### src/verilog/smwd_pkg.sv
// Purpose: Shared constants and types for the shared memory window decoder.
// Assumes: Host addresses are 24 bits wide; the board's I/O port is byte wide.
// Notes: Switch inputs are 1 when the switch is closed (on).
package smwd_pkg;

    localparam int HOST_ADDR_W = 24;
    localparam int IO_ADDR_W = 10;
    localparam int REG_DATA_W = 8;
    localparam int OFFSET_W = 19;
    localparam int STAT_W = 2;
    localparam int IRQ_LINES = 8;

    // Window size codes, {hi, lo}; 1 means the pins 1-and-2 position.
    typedef enum logic [1:0]
    {
        SZ_64K = 2'h0,
        SZ_128K = 2'h1,
        SZ_256K = 2'h2,
        SZ_512K = 2'h3
    } smwd_size_e;

    // Register indices within the I/O port block.
    localparam logic [2:0] REG_CTRL = 3'h0;
    localparam logic [2:0] REG_STATUS = 3'h1;
    localparam logic [2:0] REG_MASK = 3'h2;
    localparam logic [2:0] REG_CONFIG = 3'h3;
    localparam logic [2:0] REG_BASE = 3'h4;

    // Field positions.
    localparam int CTRL_WIN_EN_BIT = 0;
    localparam int STAT_HIT_BIT = 0;
    localparam int STAT_CFG_ERR_BIT = 1;
    localparam int CFG_PORT_SEL_LSB = 0;
    localparam int CFG_SIZE_LSB = 3;
    localparam int CFG_PROG_64K_BIT = 5;
    localparam int CFG_FORCED_BIT = 6;

    // Reset values.
    localparam logic CTRL_RESET = 1'b0;
    localparam logic [STAT_W-1:0] STAT_RESET = 2'h0;
    localparam logic [STAT_W-1:0] MASK_RESET = 2'h0;

    // I/O port block placement: base plus selector times the step.
    localparam logic [IO_ADDR_W-1:0] IO_PORT_BASE = 10'h100;
    localparam int IO_PORT_STEP_SHIFT = 6;
    localparam int IO_BLOCK_BITS = 3;

    // Base value whose upper nibble is this lies below the 1 MB boundary.
    localparam logic [3:0] BELOW_1MB_NIBBLE = 4'h0;

    typedef struct packed
    {
        logic valid;
        logic [HOST_ADDR_W-1:0] addr;
    } smwd_host_req_s;

    typedef struct packed
    {
        logic wr;
        logic rd;
        logic [IO_ADDR_W-1:0] addr;
        logic [REG_DATA_W-1:0] wdata;
    } smwd_reg_req_s;

    typedef struct packed
    {
        logic win_en;
        logic [STAT_W-1:0] status;
        logic [STAT_W-1:0] mask;
        logic [REG_DATA_W-1:0] rdata;
        logic claim;
        logic [OFFSET_W-1:0] offset;
        logic irq;
        logic [IRQ_LINES-1:0] irq_lines;
        logic prog_64k;
    } smwd_state_s;

endpackage

### src/verilog/smwd_win_match.sv
// Purpose: Compares the high host address bits against the window base.
// Assumes: Base and address carry host bits 23 to 16.
// Notes: Base bits inside the window size are ignored.
`timescale 1ns/1ns
module smwd_win_match
    import smwd_pkg::*;
(
    // Compare operands
    input wire logic [7:0] i_base,
    input wire logic [7:0] i_addr_hi,
    input wire smwd_pkg::smwd_size_e i_size,
    // Result
    output logic o_match
);
    logic [7:0] care;

    always_comb
    begin
        care = 8'hFF;
        case (i_size)
            SZ_64K:  care = 8'hFF;
            SZ_128K: care = 8'hFE;
            SZ_256K: care = 8'hFC;
            SZ_512K: care = 8'hF8;
            default: care = 8'hFF;
        endcase
        o_match = ((i_addr_hi ^ i_base) & care) == 8'h00;
    end
endmodule

### src/verilog/smwd_decoder.sv
// Purpose: Host-bus decode of a dual-ported memory window with an I/O port.
// Assumes: Switch and jumper inputs are static and synchronous to the clock.
// Notes: Claim, offset and read data appear one cycle after the request.
// What this block does
// - Open switch gives one, closed gives zero.
// - Switches one to eight drive bits 16-23.
// - Base low sixteen bits always zero.
// - Base reaches any 64K block below 16MB.
// - Port bit enables or disables the window.
// - Disabled window never answers; host enables one.
// - Window spans the jumper-selected size, or the fitted size if forced.
// - Two jumper inputs encode four window sizes.
// - 64K setting only on 128K boards.
// - Jumper selects 16K or 64K program memory.
// - All sizes placeable between 14 and 16MB.
// - Three switches set the I/O port address.
// - One closed switch picks the interrupt line.
// - All switches open drives no interrupt line.
`timescale 1ns/1ns
module smwd_decoder
    import smwd_pkg::*;
(
    // Clock, reset, enable
    input wire logic i_ref_clk,
    input wire logic i_sys_rst,
    input wire logic i_clk_en,
    // Switches and jumpers, 1 = closed or pins 1-and-2
    input wire logic [10:0] i_base_and_port_switch_bank,
    input wire logic [IRQ_LINES-1:0] i_irq_select_switch_bank,
    input wire logic i_program_memory_size_jumper,
    input wire logic i_window_size_select_hi,
    input wire logic i_window_size_select_lo,
    input wire smwd_pkg::smwd_size_e i_fitted_mem_size,
    // Host memory cycle
    input wire smwd_pkg::smwd_host_req_s i_host_req,
    output logic o_mem_claim,
    output logic [OFFSET_W-1:0] o_mem_offset,
    // I/O port (register access)
    input wire smwd_pkg::smwd_reg_req_s i_reg_req,
    output logic [REG_DATA_W-1:0] o_rd_data,
    // Interrupts and configuration outputs
    output logic o_irq,
    output logic [IRQ_LINES-1:0] o_irq_lines,
    output logic o_prog_mem_64k
);
    import smwd_pkg::*;

    smwd_state_s st;
    smwd_state_s next_st;

    logic [7:0] base;
    logic [2:0] port_sel;
    logic [IO_ADDR_W-1:0] port_addr;
    logic port_hit;
    logic [2:0] reg_idx;
    smwd_size_e sel_size;
    smwd_size_e eff_size;
    logic size_forced;
    logic low_large;
    logic addr_match;
    logic hit_now;
    logic [OFFSET_W-1:0] off_mask;
    logic [IRQ_LINES-1:0] irq_closed;
    logic [IRQ_LINES-1:0] irq_pick;
    logic [STAT_W-1:0] stat_set;
    logic [STAT_W-1:0] stat_clr;

    // Closed switch reads as zero, so the value is the inverse.
    assign base = ~i_base_and_port_switch_bank[7:0];
    assign port_sel = ~i_base_and_port_switch_bank[10:8];
    assign port_addr = IO_PORT_BASE + {1'b0, port_sel, 6'h00};
    assign port_hit = (i_reg_req.addr[IO_ADDR_W-1:IO_BLOCK_BITS]
        == port_addr[IO_ADDR_W-1:IO_BLOCK_BITS]);
    assign reg_idx = i_reg_req.addr[IO_BLOCK_BITS-1:0];

    assign sel_size = smwd_size_e'({i_window_size_select_hi, i_window_size_select_lo});

    // A larger board jumpered for 64K keeps its full size and flags the fault.
    always_comb
    begin
        size_forced = (sel_size == SZ_64K) && (i_fitted_mem_size != SZ_128K);
        eff_size = size_forced ? i_fitted_mem_size : sel_size;
        low_large = (base[7:4] == BELOW_1MB_NIBBLE)
            && ((eff_size == SZ_256K) || (eff_size == SZ_512K));
    end

    smwd_win_match u_match
    (
        .i_base(base),
        .i_addr_hi(i_host_req.addr[23:16]),
        .i_size(eff_size),
        .o_match(addr_match)
    );

    // Offset keeps address bits 0-15 plus the size-dependent bits above.
    always_comb
    begin
        case (eff_size)
            SZ_64K:  off_mask = 19'h0FFFF;
            SZ_128K: off_mask = 19'h1FFFF;
            SZ_256K: off_mask = 19'h3FFFF;
            SZ_512K: off_mask = 19'h7FFFF;
            default: off_mask = 19'h0FFFF;
        endcase
    end

    assign hit_now = i_host_req.valid && st.win_en && addr_match;

    // Only the lowest closed switch drives, so one line at most.
    assign irq_closed = i_irq_select_switch_bank;
    assign irq_pick = irq_closed & (~irq_closed + 8'h01);

    always_comb
    begin
        stat_set = '0;
        stat_set[STAT_HIT_BIT] = hit_now;
        stat_set[STAT_CFG_ERR_BIT] = size_forced || low_large;
        stat_clr = '0;
        if (i_reg_req.rd && port_hit && (reg_idx == REG_STATUS))
        begin
            stat_clr = '1;
        end
    end

    always_comb
    begin
        next_st = st;
        next_st.claim = hit_now;
        next_st.offset = hit_now ? (i_host_req.addr[OFFSET_W-1:0] & off_mask) : '0;
        next_st.prog_64k = i_program_memory_size_jumper;
        // A new event in the clearing read's cycle survives the clear.
        next_st.status = (st.status & ~stat_clr) | stat_set;
        if (i_reg_req.wr && port_hit)
        begin
            case (reg_idx)
                REG_CTRL: next_st.win_en = i_reg_req.wdata[CTRL_WIN_EN_BIT];
                REG_MASK: next_st.mask = i_reg_req.wdata[STAT_W-1:0];
                default: next_st.mask = st.mask;
            endcase
        end
        next_st.rdata = '0;
        if (i_reg_req.rd && port_hit)
        begin
            case (reg_idx)
                REG_CTRL: next_st.rdata = {7'h00, st.win_en};
                REG_STATUS: next_st.rdata = {6'h00, st.status};
                REG_MASK: next_st.rdata = {6'h00, st.mask};
                REG_CONFIG: next_st.rdata = {1'b0, size_forced, st.prog_64k,
                    eff_size, port_sel};
                REG_BASE: next_st.rdata = base;
                default: next_st.rdata = '0;
            endcase
        end
        next_st.irq = |(next_st.status & next_st.mask);
        next_st.irq_lines = next_st.irq ? irq_pick : '0;
    end

    always_ff @(posedge i_ref_clk or posedge i_sys_rst)
    begin
        if (i_sys_rst)
        begin
            st <= '0;
            st.win_en <= CTRL_RESET;
            st.status <= STAT_RESET;
            st.mask <= MASK_RESET;
        end
        else if (i_clk_en)
        begin
            st <= next_st;
        end
    end

    assign o_mem_claim = st.claim;
    assign o_mem_offset = st.offset;
    assign o_rd_data = st.rdata;
    assign o_irq = st.irq;
    assign o_irq_lines = st.irq_lines;
    assign o_prog_mem_64k = st.prog_64k;
endmodule

### config.mk
export PLATFORM = sky130hd
export DESIGN_NAME = smwd_decoder
export DESIGN_NICKNAME = d
export VERILOG_FILES = /design/src/verilog/smwd_pkg.sv /design/src/verilog/smwd_win_match.sv /design/src/verilog/smwd_decoder.sv
export SDC_FILE = /design/constraint.sdc
export NUM_CORES = 1
export LEC_CHECK = 0
export ABC_AREA = 1
export BUFFER_PORTS_ARGS = -buffer_cell sky130_fd_sc_hd__buf_2
export CORE_ASPECT_RATIO = 0.7
export CORE_UTILIZATION = 51
export DETAILED_ROUTE_END_ITERATION = 10
export GPL_TIMING_DRIVEN = 0
export PLACE_DENSITY = 0.85
export SYNTH_ARGS = -nofsm -noshare
export SYNTH_HDL_FRONTEND = slang
export SYNTH_SLANG_ARGS = --single-unit
### constraint.sdc
create_clock -name i_ref_clk -period 2.1 [get_ports i_ref_clk]
set_input_delay 0.525 -clock i_ref_clk [delete_from_list [all_inputs] [get_ports i_ref_clk]]
set_output_delay 0.525 -clock i_ref_clk [all_outputs]
set_load 0.1 [all_outputs]
### Word level (Yosys, flattened, before mapping)

Index checks and enable logic that the tools add are counted.

* bitwise gates (word level): 11
* multiplexer cells: 10
* eq/ne operators: 9
* reduce and logical (&&, ||, !) cells: 16
* add/sub/neg operators: 2

Operator list (count)
* $pmux 19 s4: 1
* $pmux 8 s5: 1
* $pmux 8 s4: 1
* $and 19x19->19: 1
* $mux 19: 1
* $and 8x8->8: 2
* $mux 8: 2
* $not 8->8: 2
* $add 9x9->10 const A: 1
* $add 8x1->8 const B: 1
* $logic_not 8->1: 1
* $mux 2: 4
* $xor 8x8->8: 1
* $eq 7x7->1: 1
* $logic_and 1x1->1: 7
* $eq 3x2->1 const B: 2
* $and 2x2->2: 2
* $eq 2x2->1 const B: 2
* $logic_not 2->1: 2
* $logic_not 4->1: 1
* $eq 3x1->1 const B: 1
* $eq 3x3->1 const B: 1
* $logic_not 3->1: 1
* $not 3->3: 1
* 7 further kinds: 8

* output and inout port bits: 38
* input port bits: 72
* logic and storage cells: 57
* register bits: 43

### Logic depth before layout (Yosys ltp)

* word-level depth: 12
* gate-level depth with buffers: 12
* gate-level depth less buffers: 12

### By module

Synthesis repeated with hierarchy kept, for this count alone.

* cell total of the unflattened synthesis: 317
* area, all modules: 2504.9 sq um

By module, submodules not included
* smwd_decoder: instances 1, cells each 283, area each 2359.8 sq um
* smwd_win_match: instances 1, cells each 34, area each 145.1 sq um

### Worst setup path before layout

No wires, ideal clock.

* path type: input -> register
* start: in i_base_and_port_switch_bank[1]
* end: reg st, in the netlist o_irq_lines[2]
* setup slack: 0.641 ns
* data arrival time: 1.342 ns
* cell stages on the path: 9
* path buffers: 0
* cell sequence: or2_1 -> a21oi_1 -> nor2_1 -> nand3_1 -> nand2_1 -> nand2_2 -> nand2_4 -> nand2_1 -> nand2_1

* cells in the longest elaborated chain, start to end: 9

RTL lines
* start, declared: line smwd_decoder.sv:28 `input wire logic [10:0] i_base_and_port_switch_bank,`
* $not 8->8: line smwd_decoder.sv:69 `assign base = ~i_base_and_port_switch_bank[7:0];`
* $xor 8x8->8: line smwd_win_match.sv:27 `o_match = ((i_addr_hi ^ i_base) & care) == 8'h00;`
* $and 8x8->8: line smwd_win_match.sv:27
* $logic_not 8->1: line smwd_win_match.sv:27
* $logic_and 1x1->1: line smwd_decoder.sv:107 `assign hit_now = i_host_req.valid && st.win_en && addr_match;`
* $or 2x2->2: line smwd_decoder.sv:132 `next_st.status = (st.status & ~stat_clr) | stat_set;`
* $and 2x2->2: line smwd_decoder.sv:154 `next_st.irq = |(next_st.status & next_st.mask);`
* $reduce_or 2->1: line smwd_decoder.sv:154
* $mux 8: line smwd_decoder.sv:155 `next_st.irq_lines = next_st.irq ? irq_pick : '0;`
* end signal, assigned: line smwd_decoder.sv:169 `st <= next_st;`
* end, declared: line smwd_decoder.sv:48 `smwd_state_s st;`

No other way between the ends.
A chain may end at the register's enable or synchronous reset.

### Worst setup path in the final report

* start: reg st, in the netlist o_mem_offset[17]
* end: out o_mem_offset[17]

RTL lines
* end, declared: line smwd_decoder.sv:37 `output logic [OFFSET_W-1:0] o_mem_offset,`

No word-level cell between the ends.

==> metrics.cfg <==
[global_routing]
overflow=0
antenna_found_initial=0
gr-usage-all-layers_pct=23.6
grt_max_degree=44
grt_pass1_vias=2188
grt_pass1_wl_mm=9.62

[clocking]
cts_tree=built
ctsRootBufferMaster=clkbuf_8
cts_resized=0
cts_hold_buf=0
clockBufferDepth=2
cts_buffers=5
cts.htree.levels=2
post_cts_buffers=0
cts_num_sinks=43
cts.clk_slew.worst_paths_ns=0.08
worstSkewPairLatency_ns=0.28

[floorplanning]
die_x_microns=86.1
die_h_microns=60.8
start_util_pct=53.0
coreArea_sq_um=4760
ios=110
dieArea_sq_um=5240
num_rows=21

[place]
dp.cells=512
dp_hpwl_mm=4.64
postPlaceCellArea_sq_um=3120
io_buffers=102
place_congestion=0.896

[setup_path]
crit_required_ns=1.57
worst-r2r-cell-count=8
arrival_ns=1.17
r2r_setup_slack_ns=0.75
worstSetupPathType=register to output port
endpoint_kind=output port
crit_path_start=o_mem_offset[17]$_DFFE_PP0P_
r2r-end=o_irq_lines[6]$_DFFE_PP0P_
startpoint_type=register
critPathMaxFanout=2
regToRegStartpoint=st[42]$_DFFE_PP0P_

[yosys]
netlist_area_sq_um=2520
synth.ff_latch_count=43
synth_cells=341
syn-num-nets=413
yosysWarningCount=0
synth_cell_type_count=28
syn-mean-instance-area_sq_um=7.40
yosysSeqAreaShare_pct=42.7

[power_and_ir_drop]
p_leak_nw=1.93
powerDensity_nw_per_um2=550
total_power_w=0.00176
ir_drop_v=0.000362

[drt]
vias=2443
first_iter_violations=109
drc=0
drt-vias-per-instance=4.70
final_antenna_net_count=0
post_drt_wl_per_cell_microns=11.1
drt_pass1_iterations=4
wl_mm=5.78

[sta]
timing_hold_violations_final=0
timing.final.crit_share_pct=80.6
slew_viol_final=0
rsz0062_at_grt=no
fin_setup_tns_ns=0
period_needed_ns=1.69
worst_clock_skew_ns=0.00588
worst_pin_slew_ns=0.876
slew_headroom_pct=41.5
setup_violations=0
fmax_mhz=591

[final_layout]
stdcell_area_sq_um=3200
fin_util_pct=67.4
layout.cells.non_filler=520
fin_nets=522
diodes=0
syn_to_final_growth_pct=27.0
layout-drive-gt1-share_pct=36.6

[status]
outcome=complete, no violations

[hold_path]
hold_path.class=input pin to async pin

[job]
maxCapViolCount=0

==> synthesized netlist by cell type <==
master	instances	area [sq um]
nand3_2	2	20.0
or2_1	1	6.26
nand2_4	1	11.3
nand4_1	3	18.8
o211ai_1	2	15.0
o21ai_1	24	120
inv_1	43	161
o22ai_1	7	43.8
dfrtp_1	43	1080
nand2_2	3	18.8
o21ai_4	1	16.3
nor2_2	2	12.5
buf_2	3	15.0
buf_4	36	270
nand3_1	11	55.1
o21ai_0	10	50.1
nand4_2	1	12.5
and3_1	1	6.26
inv_2	5	18.8
xor2_1	1	8.76
nor3_1	6	30.0
xnor2_1	4	35.0
nand2_1	99	372
or2_0	1	6.26
nor2_1	22	82.6
buf_1	1	3.75
a21oi_1	5	25.0
clkbuf_1	3	11.3
==> where the power goes <==
part,switching [W],internal (W)
Sequential,0.0000141,0.000855
Clock,0.000262,0.000228
Combinational,0.000279,0.000124
==> worst max-delay path, stage by stage, from the launching register on <==
cell and delay [ns]:
dfrtp_1 0.37, buf_4 0.11, buf_2 0.41
==> layout by cell type (no fill, tap or decap), types with 3 or more instances in the layout <==
master | netlist | routed
o21ai_1 | 24 | 24
inv_2 | 5 | 6
buf_2 | 3 | 105
nand3_1 | 11 | 11
nor3_1 | 6 | 6
xnor2_1 | 4 | 4
nand4_1 | 3 | 3
o22ai_1 | 7 | 7
clkbuf_1 | 3 | 3
buf_4 | 36 | 36
nand2_2 | 3 | 3
nand2_1 | 99 | 99
a21oi_1 | 5 | 5
o21ai_0 | 10 | 10
nor2_1 | 22 | 22
inv_1 | 43 | 42
dfrtp_1 | 43 | 43
clkbuf_8 | 0 | 5
clkinv_2 | 0 | 3
==> layer usage <==
| metal | share of wire (%) | GRT usage (%) |
|---|---|---|
| met2 | 47 | 39.8 |
| met5 | 0 | 0 |
| met1 | 47 | 32.4 |
| met3 | 6.4 | 5.03 |
| met4 | 0.17 | 4.05 |
==> stage by stage <==
step	hold slack, ns	worst slack, ns
3_3_place_gp	0.463	0.0470
2_1_floorplan	0.450	0.572
4_1_cts	0.449	0.392
5_1_grt	0.465	0.358
6_report	0.427	0.408
3_5_place_dp	0.470	0.354
==> sequential cells by signal (all words and copies together) (netlist names) <==
signal	flops
o_irq	1
o_irq_lines	8
o_mem_claim	1
o_mem_offset	19
o_prog_mem_64k	1
o_rd_data	8
st	5
==> kinds of logic after synthesis <==
logic type,Yosys count,share of synthesized area [%]
compound gates,49,10.7
flops,43,42.7
buf+inv,91,19.0
xor+xnor,5,1.74
simple gates,153,25.8
==> layout make-up <==
cell class	count	area (sq um)
Tap cell	69	86.3
Sequential cell	43	1080
Multi-Input combinational cell	207	966
Clock inverter	3	15.0
Inverter	48	180
Timing Repair Buffer	102	510
Clock buffer	5	68.8
Buffer	43	300
Fill cell	431	1550
==> worst max-delay path by stage <==
stage | cells past startpoint | end | slack [ns]
6_report | 2 | o_mem_offset[17] | 0.41
4_1_cts | 2 | o_mem_offset[13] | 0.39
3_5_place_dp | 10 | o_irq_lines[3]$_DFFE_PP0P_ | 0.35
3_3_place_gp | 2 | st[39]$_DFFE_PP0P_ | 0.05
5_1_grt | 2 | o_rd_data[3] | 0.36
2_1_floorplan | 1 | o_irq$_DFFE_PP0P_ | 0.57
Note: power is estimated with default switching activity, not from simulation.
